`src/qsmdc_params.svh`:
```
// register offsets, descriptor field positions, reset values and timing for the
// chained-descriptor serial receive engine; assumes nothing beyond a 32-bit register bus
`ifndef QSMDC_PARAMS_SVH
`define QSMDC_PARAMS_SVH
`define QSMDC_CTRL_OFS 8'h00
`define QSMDC_STAT_OFS 8'h04
`define QSMDC_MASK_OFS 8'h08
`define QSMDC_RXD_OFS 8'h0C
`define QSMDC_DESC_OFS 8'h30
`define QSMDC_DESC_IDX0 6'h0C
`define QSMDC_DESC_RST 32'h0000_0000
`define QSMDC_LEN_HI 31
`define QSMDC_LEN_LO 17
`define QSMDC_LAST_BIT 16
`define QSMDC_NEXT_HI 15
`define QSMDC_NEXT_LO 12
`define QSMDC_UNIT_HI 11
`define QSMDC_UNIT_LO 10
`define QSMDC_CLOSE_BIT 9
`define QSMDC_RXDMA_HI 8
`define QSMDC_RXDMA_LO 7
`define QSMDC_RXEN_BIT 6
`define QSMDC_CTRL_START 0
`define QSMDC_CTRL_STOP 1
`define QSMDC_CTRL_IDX_LO 4
`define QSMDC_STAT_DONE 0
`define QSMDC_STAT_OVR 1
`define QSMDC_STAT_BUSY 2
`define QSMDC_CLK_NS 20
`define QSMDC_SCLK_HALF_NS 80
`define QSMDC_SCLK_HALF_CYC ((`QSMDC_SCLK_HALF_NS + `QSMDC_CLK_NS - 1) / `QSMDC_CLK_NS)
`endif

```
`src/qsmdc_pkg.sv`:
```
// types shared by the chained-descriptor serial receive engine
// assumes the constants header is included by the design files
package qsmdc_pkg;
    // gray order along idle -> load -> shift -> end
    typedef enum logic [1:0] {
        ST_IDLE = 2'b00,
        ST_LOAD = 2'b01,
        ST_SHIFT = 2'b11,
        ST_END = 2'b10
    } qsmdc_state_e;

    typedef struct packed {
        logic req;
        logic done;
        logic [1:0] size;
    } qsmdc_dma_s;

    typedef struct packed {
        logic sclk;
        logic cs_n;
    } qsmdc_spi_s;

    typedef struct packed {
        logic [15:0][31:0] desc;
        logic [3:0] cur;
        qsmdc_state_e st;
        logic [2:0] div;
        qsmdc_spi_s spi;
        logic [21:0] remain;
        logic inf;
        logic force_close;
        logic [7:0] sh;
        logic [2:0] bitpos;
        logic [1:0] bcnt;
        logic [31:0] rx_word;
        logic rx_valid;
        logic [2:0] sts;
        logic [2:0] mask;
        logic irq;
        logic wait_r;
        logic [31:0] rdata;
        qsmdc_dma_s dma;
        logic miso_m;
        logic miso_s;
    } qsmdc_state_s;
endpackage : qsmdc_pkg

```
`src/qsmdc_engine.sv`:
```
// chained-descriptor serial receive engine with avalon-mm register slave
// assumes one system clock, a dma controller on the same clock, miso from a pin
//
// Overview of operation
// - transfer length is descriptor bits 31:17, and zero means the transfer never ends on count.
// - bits 11:10 scale the length as bits, bytes, four-byte or sixteen-byte segments.
// - when a descriptor flagged last (bit 16) completes, the done status bit is set.
// - when a descriptor flagged neither last nor close completes, the next-index descriptor starts, no status.
// - the next index is bits 15:12 and may name the current descriptor to loop on it forever.
// - a transfer ending with its close bit (bit 9) set releases select, idles and signals dma done.
// - a transfer ending with close clear and no stop keeps select asserted and signals no dma done.
// - with receive dma on, dma service is requested for received data until length or dma stop.
// - receive dma field 0 means firmware drains, 1, 2 and 3 mean 1, 2 and 4 byte accesses.
// - the receive function runs only when descriptor bit 6 is set.
// - received data is stored only while receive is enabled.
`timescale 1ns/1ns
`default_nettype none
`include "qsmdc_params.svh"
module qsmdc_engine
    import qsmdc_pkg::*;
(
    input wire logic mclk_i,
    input wire logic rst_b_i,
    input wire logic ce_i,
    input wire logic [7:0] avs_address_i,
    input wire logic avs_read_i,
    input wire logic avs_write_i,
    input wire logic [31:0] avs_writedata_i,
    output logic [31:0] avs_readdata_o,
    output logic avs_waitrequest_o,
    input wire logic miso_i,
    output qsmdc_spi_s spi_o,
    output qsmdc_dma_s dma_o,
    input wire logic dma_ack_i,
    input wire logic dma_term_i,
    output logic irq_o
);

    ////////////////////////////////////////////////////////////////////////////
    // helpers

    // length scaled to bits by the unit field
    function automatic logic [21:0] len_bits(input logic [31:0] d);
        logic [21:0] l;
        l = {7'h00, d[`QSMDC_LEN_HI:`QSMDC_LEN_LO]};
        case (d[`QSMDC_UNIT_HI:`QSMDC_UNIT_LO])
            2'h0: len_bits = l;
            2'h1: len_bits = l << 3;
            2'h2: len_bits = l << 5;
            default: len_bits = l << 7;
        endcase
    endfunction : len_bits

    // index of the last byte of a receive word for the dma field, firmware mode takes bytes
    function automatic logic [1:0] last_byte(input logic [1:0] f);
        case (f)
            2'h2: last_byte = 2'h1;
            2'h3: last_byte = 2'h3;
            default: last_byte = 2'h0;
        endcase
    endfunction : last_byte

    ////////////////////////////////////////////////////////////////////////////
    // state

    qsmdc_state_s q;
    qsmdc_state_s n;
    logic [31:0] cur_d;
    logic cur_last;
    logic cur_close;
    logic cur_rxen;
    logic [1:0] cur_rxdma;
    logic [3:0] cur_next;
    logic [21:0] exp_remain;
    logic desc_hit;
    logic [3:0] desc_idx;
    logic req;
    logic wr_go;
    logic stop_wr;

    // fields of the active descriptor, read live so software may patch the chain
    always_comb begin
        cur_d = q.desc[q.cur];
        cur_last = cur_d[`QSMDC_LAST_BIT];
        cur_close = cur_d[`QSMDC_CLOSE_BIT];
        cur_rxen = cur_d[`QSMDC_RXEN_BIT];
        cur_rxdma = cur_d[`QSMDC_RXDMA_HI:`QSMDC_RXDMA_LO];
        cur_next = cur_d[`QSMDC_NEXT_HI:`QSMDC_NEXT_LO];
        exp_remain = len_bits(cur_d);
        // sixteen word slots only, so offsets above the table do not alias onto it
        desc_hit = (avs_address_i[7:2] >= `QSMDC_DESC_IDX0)
            && (avs_address_i[7:2] <= `QSMDC_DESC_IDX0 + 6'h0F)
            && (avs_address_i[1:0] == 2'h0);
        desc_idx = 4'(avs_address_i[7:2] - `QSMDC_DESC_IDX0);
        req = avs_read_i || avs_write_i;
        // a write commits only in the cycle the master sees waitrequest low
        wr_go = avs_write_i && !q.wait_r;
        stop_wr = wr_go && (avs_address_i == `QSMDC_CTRL_OFS)
            && avs_writedata_i[`QSMDC_CTRL_STOP];
    end

    ////////////////////////////////////////////////////////////////////////////
    // next state; bus first so that hardware sets below win over clears

    always_comb begin
        n = q;
        if (ce_i) begin
            n.dma.done = 1'b0;
            // two-flop pin synchroniser
            n.miso_m = miso_i;
            n.miso_s = q.miso_m;
            // one wait cycle per request; read data is set up in the wait cycle
            n.wait_r = 1'b1;
            if (req && q.wait_r) begin
                n.wait_r = 1'b0;
                n.rdata = 32'h0000_0000;
                if (desc_hit) begin
                    n.rdata = q.desc[desc_idx];
                end else begin
                    case (avs_address_i)
                        `QSMDC_STAT_OFS: n.rdata = {29'h0, q.st != ST_IDLE, q.sts[1:0]};
                        `QSMDC_MASK_OFS: n.rdata = {29'h0, q.mask};
                        `QSMDC_RXD_OFS: begin
                            n.rdata = q.rx_word;
                            if (avs_read_i) begin
                                n.rx_valid = 1'b0; // firmware pops the word
                            end
                        end
                        default: n.rdata = 32'h0000_0000;
                    endcase
                end
            end
            // writes land at the edge where the master samples waitrequest low
            if (wr_go) begin
                if (desc_hit) begin
                    n.desc[desc_idx] = avs_writedata_i;
                end else begin
                    case (avs_address_i)
                        `QSMDC_STAT_OFS: n.sts = q.sts & ~avs_writedata_i[2:0];
                        `QSMDC_MASK_OFS: n.mask = avs_writedata_i[2:0];
                        `QSMDC_CTRL_OFS: begin
                            if (avs_writedata_i[`QSMDC_CTRL_START] && q.st == ST_IDLE) begin
                                n.cur = avs_writedata_i[`QSMDC_CTRL_IDX_LO +: 4];
                                n.st = ST_LOAD;
                            end
                        end
                        default: begin
                        end
                    endcase
                end
            end
            // dma takes the word
            if (dma_ack_i && q.dma.req) begin
                n.rx_valid = 1'b0;
            end
            case (q.st)
                ST_IDLE: begin
                    n.spi.sclk = 1'b0;
                end
                ST_LOAD: begin
                    n.remain = exp_remain;
                    n.inf = (cur_d[`QSMDC_LEN_HI:`QSMDC_LEN_LO] == 15'h0000);
                    n.spi.cs_n = 1'b0;
                    n.div = 3'h0;
                    n.bitpos = 3'h0;
                    n.bcnt = 2'h0;
                    n.force_close = 1'b0;
                    n.st = ST_SHIFT;
                end
                ST_SHIFT: begin
                    if (q.div == 3'(`QSMDC_SCLK_HALF_CYC - 1)) begin
                        n.div = 3'h0;
                        n.spi.sclk = ~q.spi.sclk;
                        if (!q.spi.sclk) begin
                            // rising edge: sample, mode 0
                            if (!q.inf) begin
                                n.remain = q.remain - 22'h1;
                            end
                            if (cur_rxen) begin
                                n.sh = {q.sh[6:0], q.miso_s};
                                n.bitpos = q.bitpos + 3'h1;
                                if (q.bitpos == 3'h7) begin
                                    n.rx_word[q.bcnt * 8 +: 8] = {q.sh[6:0], q.miso_s};
                                    n.bcnt = q.bcnt + 2'h1;
                                    if (q.bcnt == last_byte(cur_rxdma)) begin
                                        n.bcnt = 2'h0;
                                        n.rx_valid = 1'b1;
                                        if (q.rx_valid && !(dma_ack_i && q.dma.req)) begin
                                            n.sts[`QSMDC_STAT_OVR] = 1'b1; // word lost
                                        end
                                    end
                                end
                            end
                        end else if (!q.inf && q.remain == 22'h0) begin
                            n.st = ST_END;
                        end
                    end else begin
                        n.div = q.div + 3'h1;
                    end
                    if (dma_term_i && cur_rxdma != 2'h0) begin
                        n.st = ST_END;
                    end
                end
                ST_END: begin
                    n.spi.sclk = 1'b0;
                    if (cur_last) begin
                        n.sts[`QSMDC_STAT_DONE] = 1'b1;
                    end
                    if (cur_close || q.force_close) begin
                        n.spi.cs_n = 1'b1;
                        n.dma.done = 1'b1;
                        n.st = ST_IDLE;
                    end else if (cur_last) begin
                        // open-ended last descriptor: select stays held
                        n.st = ST_IDLE;
                    end else begin
                        n.cur = cur_next;
                        n.st = ST_LOAD;
                    end
                end
                default: n.st = ST_IDLE;
            endcase
            // stop is applied after the state case so load and a chaining end cannot swallow it; an end going idle ignores it
            if (stop_wr && q.st != ST_IDLE && n.st != ST_IDLE) begin
                n.force_close = 1'b1;
                n.st = ST_END;
            end
            n.dma.size = cur_rxdma;
            n.dma.req = n.rx_valid && (cur_rxdma != 2'h0);
            n.irq = |(n.sts[1:0] & n.mask[1:0]);
        end
    end

    // single register bank; async reset loads constants only
    always_ff @(posedge mclk_i or negedge rst_b_i) begin
        if (!rst_b_i) begin
            q <= '0;
            q.desc <= {16{`QSMDC_DESC_RST}};
            q.spi.cs_n <= 1'b1;
            q.wait_r <= 1'b1;
            q.st <= ST_IDLE;
        end else begin
            q <= n;
        end
    end

    assign avs_readdata_o = q.rdata;
    assign avs_waitrequest_o = q.wait_r;
    assign spi_o = q.spi;
    assign dma_o = q.dma;
    assign irq_o = q.irq;

    ////////////////////////////////////////////////////////////////////////////
    // checks

    property p_inf_len;
        @(posedge mclk_i) disable iff (!rst_b_i)
        (ce_i && q.st == ST_SHIFT && q.inf && !dma_term_i && !req) |=> (q.st == ST_SHIFT);
    endproperty
    a_inf_len: assert property (p_inf_len) else $error("zero length ended on count");

    property p_units;
        @(posedge mclk_i) disable iff (!rst_b_i)
        (ce_i && q.st == ST_LOAD) |=> (q.remain == $past(exp_remain));
    endproperty
    a_units: assert property (p_units) else $error("length not scaled by unit");

    property p_done;
        @(posedge mclk_i) disable iff (!rst_b_i)
        (ce_i && q.st == ST_END && cur_last) |=> q.sts[`QSMDC_STAT_DONE];
    endproperty
    a_done: assert property (p_done) else $error("done not set on last");

    property p_chain;
        @(posedge mclk_i) disable iff (!rst_b_i)
        (ce_i && q.st == ST_END && !cur_last && !cur_close && !q.force_close && !stop_wr)
        |=> (q.st == ST_LOAD) && (q.cur == $past(cur_next));
    endproperty
    a_chain: assert property (p_chain) else $error("next descriptor not taken");

    property p_self_loop;
        @(posedge mclk_i) disable iff (!rst_b_i)
        (ce_i && q.st == ST_END && !cur_last && !cur_close && cur_next == q.cur
            && !q.force_close && !stop_wr)
        |=> $stable(q.cur) ##1 (q.st == ST_SHIFT || !$past(ce_i) || $past(stop_wr));
    endproperty
    a_self_loop: assert property (p_self_loop) else $error("self loop broken");

    property p_close;
        @(posedge mclk_i) disable iff (!rst_b_i)
        (ce_i && q.st == ST_END && cur_close)
        |=> q.spi.cs_n && q.dma.done && (q.st == ST_IDLE);
    endproperty
    a_close: assert property (p_close) else $error("close did not release");

    property p_keep;
        @(posedge mclk_i) disable iff (!rst_b_i)
        (ce_i && q.st == ST_END && !cur_close && !q.force_close) |=> !q.spi.cs_n && !q.dma.done;
    endproperty
    a_keep: assert property (p_keep) else $error("select dropped without close");

    property p_dma_req;
        @(posedge mclk_i) disable iff (!rst_b_i)
        (ce_i && q.rx_valid && cur_rxdma != 2'h0 && !dma_ack_i && !req) |=> q.dma.req;
    endproperty
    a_dma_req: assert property (p_dma_req) else $error("no dma request");

    property p_size;
        @(posedge mclk_i) disable iff (!rst_b_i)
        ce_i |=> (q.dma.size == $past(cur_rxdma));
    endproperty
    a_size: assert property (p_size) else $error("dma size mismatch");

    property p_rx_off;
        @(posedge mclk_i) disable iff (!rst_b_i)
        (q.st == ST_SHIFT && !cur_rxen && !q.rx_valid) |=> !q.rx_valid;
    endproperty
    a_rx_off: assert property (p_rx_off) else $error("stored while receive off");

    property p_sclk_idle;
        @(posedge mclk_i) disable iff (!rst_b_i)
        (q.st == ST_IDLE) [*2] |-> !q.spi.sclk;
    endproperty
    a_sclk_idle: assert property (p_sclk_idle) else $error("clock runs idle");

    // the falling edge after the last counted bit must close the descriptor
    property p_len_end;
        @(posedge mclk_i) disable iff (!rst_b_i)
        (ce_i && q.st == ST_SHIFT && !q.inf && q.remain == 22'h0 && q.spi.sclk
            && q.div == 3'(`QSMDC_SCLK_HALF_CYC - 1)) |=> (q.st == ST_END);
    endproperty
    a_len_end: assert property (p_len_end) else $error("length end missed");

    property p_rx_word;
        @(posedge mclk_i) disable iff (!rst_b_i)
        (ce_i && q.st == ST_SHIFT && cur_rxen && !q.spi.sclk && q.bitpos == 3'h7
            && q.div == 3'(`QSMDC_SCLK_HALF_CYC - 1) && q.bcnt == last_byte(cur_rxdma))
        |=> q.rx_valid;
    endproperty
    a_rx_word: assert property (p_rx_word) else $error("full word not stored");

    property p_force_close;
        @(posedge mclk_i) disable iff (!rst_b_i)
        (ce_i && q.st == ST_END && q.force_close) |=> q.spi.cs_n && (q.st == ST_IDLE);
    endproperty
    a_force_close: assert property (p_force_close) else $error("stop did not close");

endmodule : qsmdc_engine
`default_nettype wire

```
`config.mk`:
```
export PLATFORM = sky130hd
export DESIGN_NAME = qsmdc_engine
export DESIGN_NICKNAME = d
export VERILOG_FILES = /design/src/qsmdc_pkg.sv /design/src/qsmdc_engine.sv
export VERILOG_INCLUDE_DIRS = /design/src /design/src/src
export SDC_FILE = /design/constraint.sdc
export NUM_CORES = 1
export LEC_CHECK = 0
export BUFFER_PORTS_ARGS = -buffer_cell sky130_fd_sc_hd__buf_2
export CAP_MARGIN = 0
export CORE_MARGIN = 2
export CORE_UTILIZATION = 25
export DETAILED_ROUTE_END_ITERATION = 12
export PLACE_DENSITY_LB_ADDON = 0.1
export RECOVER_POWER = 25
export SYNTH_ARGS = -nofsm -noshare
export SYNTH_HDL_FRONTEND = slang
export SYNTH_SLANG_ARGS = --single-unit
```
`constraint.sdc`:
```
create_clock -name mclk_i -period 2.4 [get_ports mclk_i]
set_input_delay 0.12 -clock mclk_i [delete_from_list [all_inputs] [get_ports mclk_i]]
set_output_delay 0.12 -clock mclk_i [all_outputs]
set_load 0.02 [all_outputs]
```
==> results by group <==
Worst setup path
  – Most used cell, CP: buf_12
  – R2r setup slk: -0.24 ns
  – Cell Chain, Critical Path: buf_12 > buf_12 > buf_12 > buf_6 > mux4_2 > a221oi_4 > buf_6 > nand4_1 > o41ai_2
  – Critical path endpoint category: flop
  – Worst r2r path cells: 9
  – Setup CP Type: reg2reg
  – WP data required: roughly 3 ns
  – Crit-path max FO: 7
  – Critical-path top delay cell: dfrtp_4
  – Crit path launch type: flop
  – Worst path arrival time: roughly 3.2 ns
  – CP max stage delay: between 0.4 and 0.5 ns

Die
  – Die area: ~0.14 mm²
  – Initial Util: 25.2%
  – Row count: between 100 and 150
  – Top Ports: just under 90
  – Die H: roughly 370 µm
  – Die width: approximately 370 µm
  – Core Area: approximately 0.13 mm²

Placement
  – Placed insts: 4,194
  – Dpl cell area: 0.0376 mm²
  – GP Congestion: 0.824
  – IO buf count: just under 90
  – Detailed Place HPWL: approximately 80,000 µm

Finish
  – Net count, final: ~2,700
  – Finished layout cell area: roughly 0.042 mm²
  – Area Growth Syn to Fin: 26.6%
  – Non-Filler Instances: between 4,000 and 5,000
  – Layout cell share with drive strength beyond 1: 52.4%

Yosys
  – Syn Nets: 2,395
  – Syn_area_per_cell: 14.2 µm²
  – Post-synth top area cell: dfrtp_1
  – EDFF count, synth: 0
  – Post-synth top flop: dfrtp_1
  – Ys Warns: 0
  – Top-area cell type share of the netlist area: 48.0%
  – Asr flop ratio synth: 100%
  – Dominant cells by area after synthesis: dfrtp_1, mux4_2, mux2_2
  – Synth Instances: between 2,000 and 2,500
  – Distinct cells, synth: between 70 and 80
  – Synth Cell Area: 0.0331 mm²
  – Sequential-to-total area share from yosys stat: between 40% and 50%
  – Yosys reg bits: between 600 and 700

Power and ir drop
  – VDD IR max: just under 0.5 mV
  – Overall Power: between 30,000 and 40,000 µW
  – Leak: approximately 0.019 µW
  – Power per cell area: around 800 mW/mm²

STA
  – Max_slew headroom: -21.9%
  – Highest Clock Rate: between 0.3 and 0.4 GHz
  – Setup TNS: -7.33 ns
  – Final setup vio count: between 70 and 80
  – Final WS setup: -0.242 ns
  – Clock skew: 0.0280 ns
  – Worst Max-Slew Pin Slew: ~1.8 ns
  – Minimum clock period: 2.64 ns
  – Fin Hold WS: about 0.099 ns
  – Max Slew Vio Count: 126
  – RSZ-0062 raised after global routing: yes
  – Final Cycle Share: 110%
  – Fin. Hold Viols: 0

Detailed routing
  – Vias/cell: about 5
  – WL/cell: 27.1 µm
  – DR DRC count: 0
  – Drt total wl: approximately 120,000 µm
  – TritonRoute pass-1 iters: 5
  – Initial drt markers: ~1,400
  – Vias: roughly 22,000
  – Remaining antenna violation count after routing: 0

Global routing
  – Met3 GRT Util: roughly 2.5%
  – Initial antenna violation count: 8
  – First-pass GRT wire length: 174,000 µm
  – Met1 GRT Util: 24.6%
  – Largest net degree at the start of global routing: 89
  – Grt total ovfl: 0
  – Grt peak-use layer: met2
  – GRT met2 Usage: approximately 29%
  – GRT Overall Usage: between 10% and 20%
  – Vias in the first global route: roughly 23,000

Clocking
  – Worst-path clk slew: roughly 0.060 ns
  – Worst-Skew Late Latency: 0.69 ns
  – CTS sink cnt: 637
  – CTS HTree Levels: 3
  – Maximum clock path buffer count: 3
  – CTS tree: yes
  – Clk root buf: clkbuf_16
  – CTS Buf Count: approximately 80

Run status
  – Status: finished, violations left
  – Failing checks: max-capacitance violations, max-slew violations, negative setup slack

Hold path
  – Type of the tightest min-delay check: in2reg
  – Worst Hold Depth: 5

Flow run
  – Max Cap Viol: 3
-- cell type report --
cell class                 instances  area (µm²)
fill                           13000       89600
sequential                       637       16000
antenna                            1        2.50
tap                             1755        2200
timing repair buffer             428        4290
multi-input combinational       1425       16500
inverter                          37         139
clock inverter                    30         394
clock buffer                     119        2400
-- critical path: cells and delay by family, from the launching register on --
kind            cells  cell delay, ns
buf+inv             5            0.69
simple gates        1            0.15
compound gates      2            0.71
flops               1            0.49
mux                 1            0.46
-- flip-flops by register name, indices dropped and copies added, names as in the netlist --
signal / count
spi_o: 2
q: 597
avs_readdata_o: 32
irq_o: 1
avs_waitrequest_o: 1
dma_o: 4
-- cells in the mapped netlist, types with 4 or more instances --
cell and number:
o21ai_0 113, inv_1 37, buf_1 48, o311ai_1 4, ha_1 13, mux2i_1 14
nor2b_1 15, nand2_1 96, a31oi_1 4, mux4_2 248, mux4_1 18, nor3_1 35
nand4_1 9, nor4_1 12, nor2_1 59, a221oi_1 4, a21oi_1 28, a22o_1 17
a22oi_1 41, and2_1 8, nand3b_1 5, o22ai_1 4, or3_1 4, buf_4 40
clkbuf_1 82, buf_12 5, o21ai_1 14, buf_2 57, mux2_1 43, nand3_1 48
mux2_2 485, nor3b_1 8, dfrtp_1 635, a221oi_2 11, a2bb2oi_1 5
-- timing repair --
item | in CTS | in global routing
endpoints found under the hold margin | 1017 | 0
gates resized for setup | 155 | 76
pin swaps | 57 | 30
hold buffers | 39 | 0
setup buffers | 33 | 13
cloned | 7 | 1
setup endpoints to repair | 79 | 79
-- layout by cell type, fill, tap and decap left out, drive strengths merged, types with 38 or more instances in the layout --
master,n
a22oi,41
dfrtp,635
nor2,60
nand3,48
o21ai,127
mux2,528
dlygate4sd3,38
nand2,96
inv,41
mux4,266
buf,370
clkbuf,138
-- layer usage --
metal / wire (µm) / vias up
met3: 4300 / 150
met4: 2930 / 4
li1: - / 9460
met1: 55700 / 12100
met2: 57100 / 456
met5: 23 / -
-- cells by family (layout without fill, tap and decap cells) --
family          after synthesis  count (layout)  synth area share [%]
simple gates                321             323                  4.74
flops                       637             637                  48.2
fa+ha+maj                    13              13                 0.492
compound gates              281             281                  5.73
other cells                   0               1                     0
mux                         808             808                  36.7
buf+inv                     274             614                  4.16
-- power by group --
part,switching (µW),internal (µW)
logic,4440,3800
registers,442,11100
clock network,5200,7640
total,10100,22600
-- worst paths after layout --
kind	start	end
setup / recovery	q[123]	q[93]
hold / removal	dma_ack_i	q[46]
setup reg to reg	q[123]	q[93]
hold reg to reg	avs_readdata_o[15]	avs_readdata_o[15]
max in group asynchronous	rst_b_i	q[245]
min in group asynchronous	rst_b_i	q[50]
-- through the flow --
step           utilization [%]  worst slack, ns
3_3_place_gp              28.6           -0.479
2_1_floorplan                -          -0.0779
5_1_grt                   31.9           -0.330
4_1_cts                   31.8           -0.266
6_report                  31.9           -0.242
3_5_place_dp              28.6           -0.494
Power figures use the tool's default switching activity.
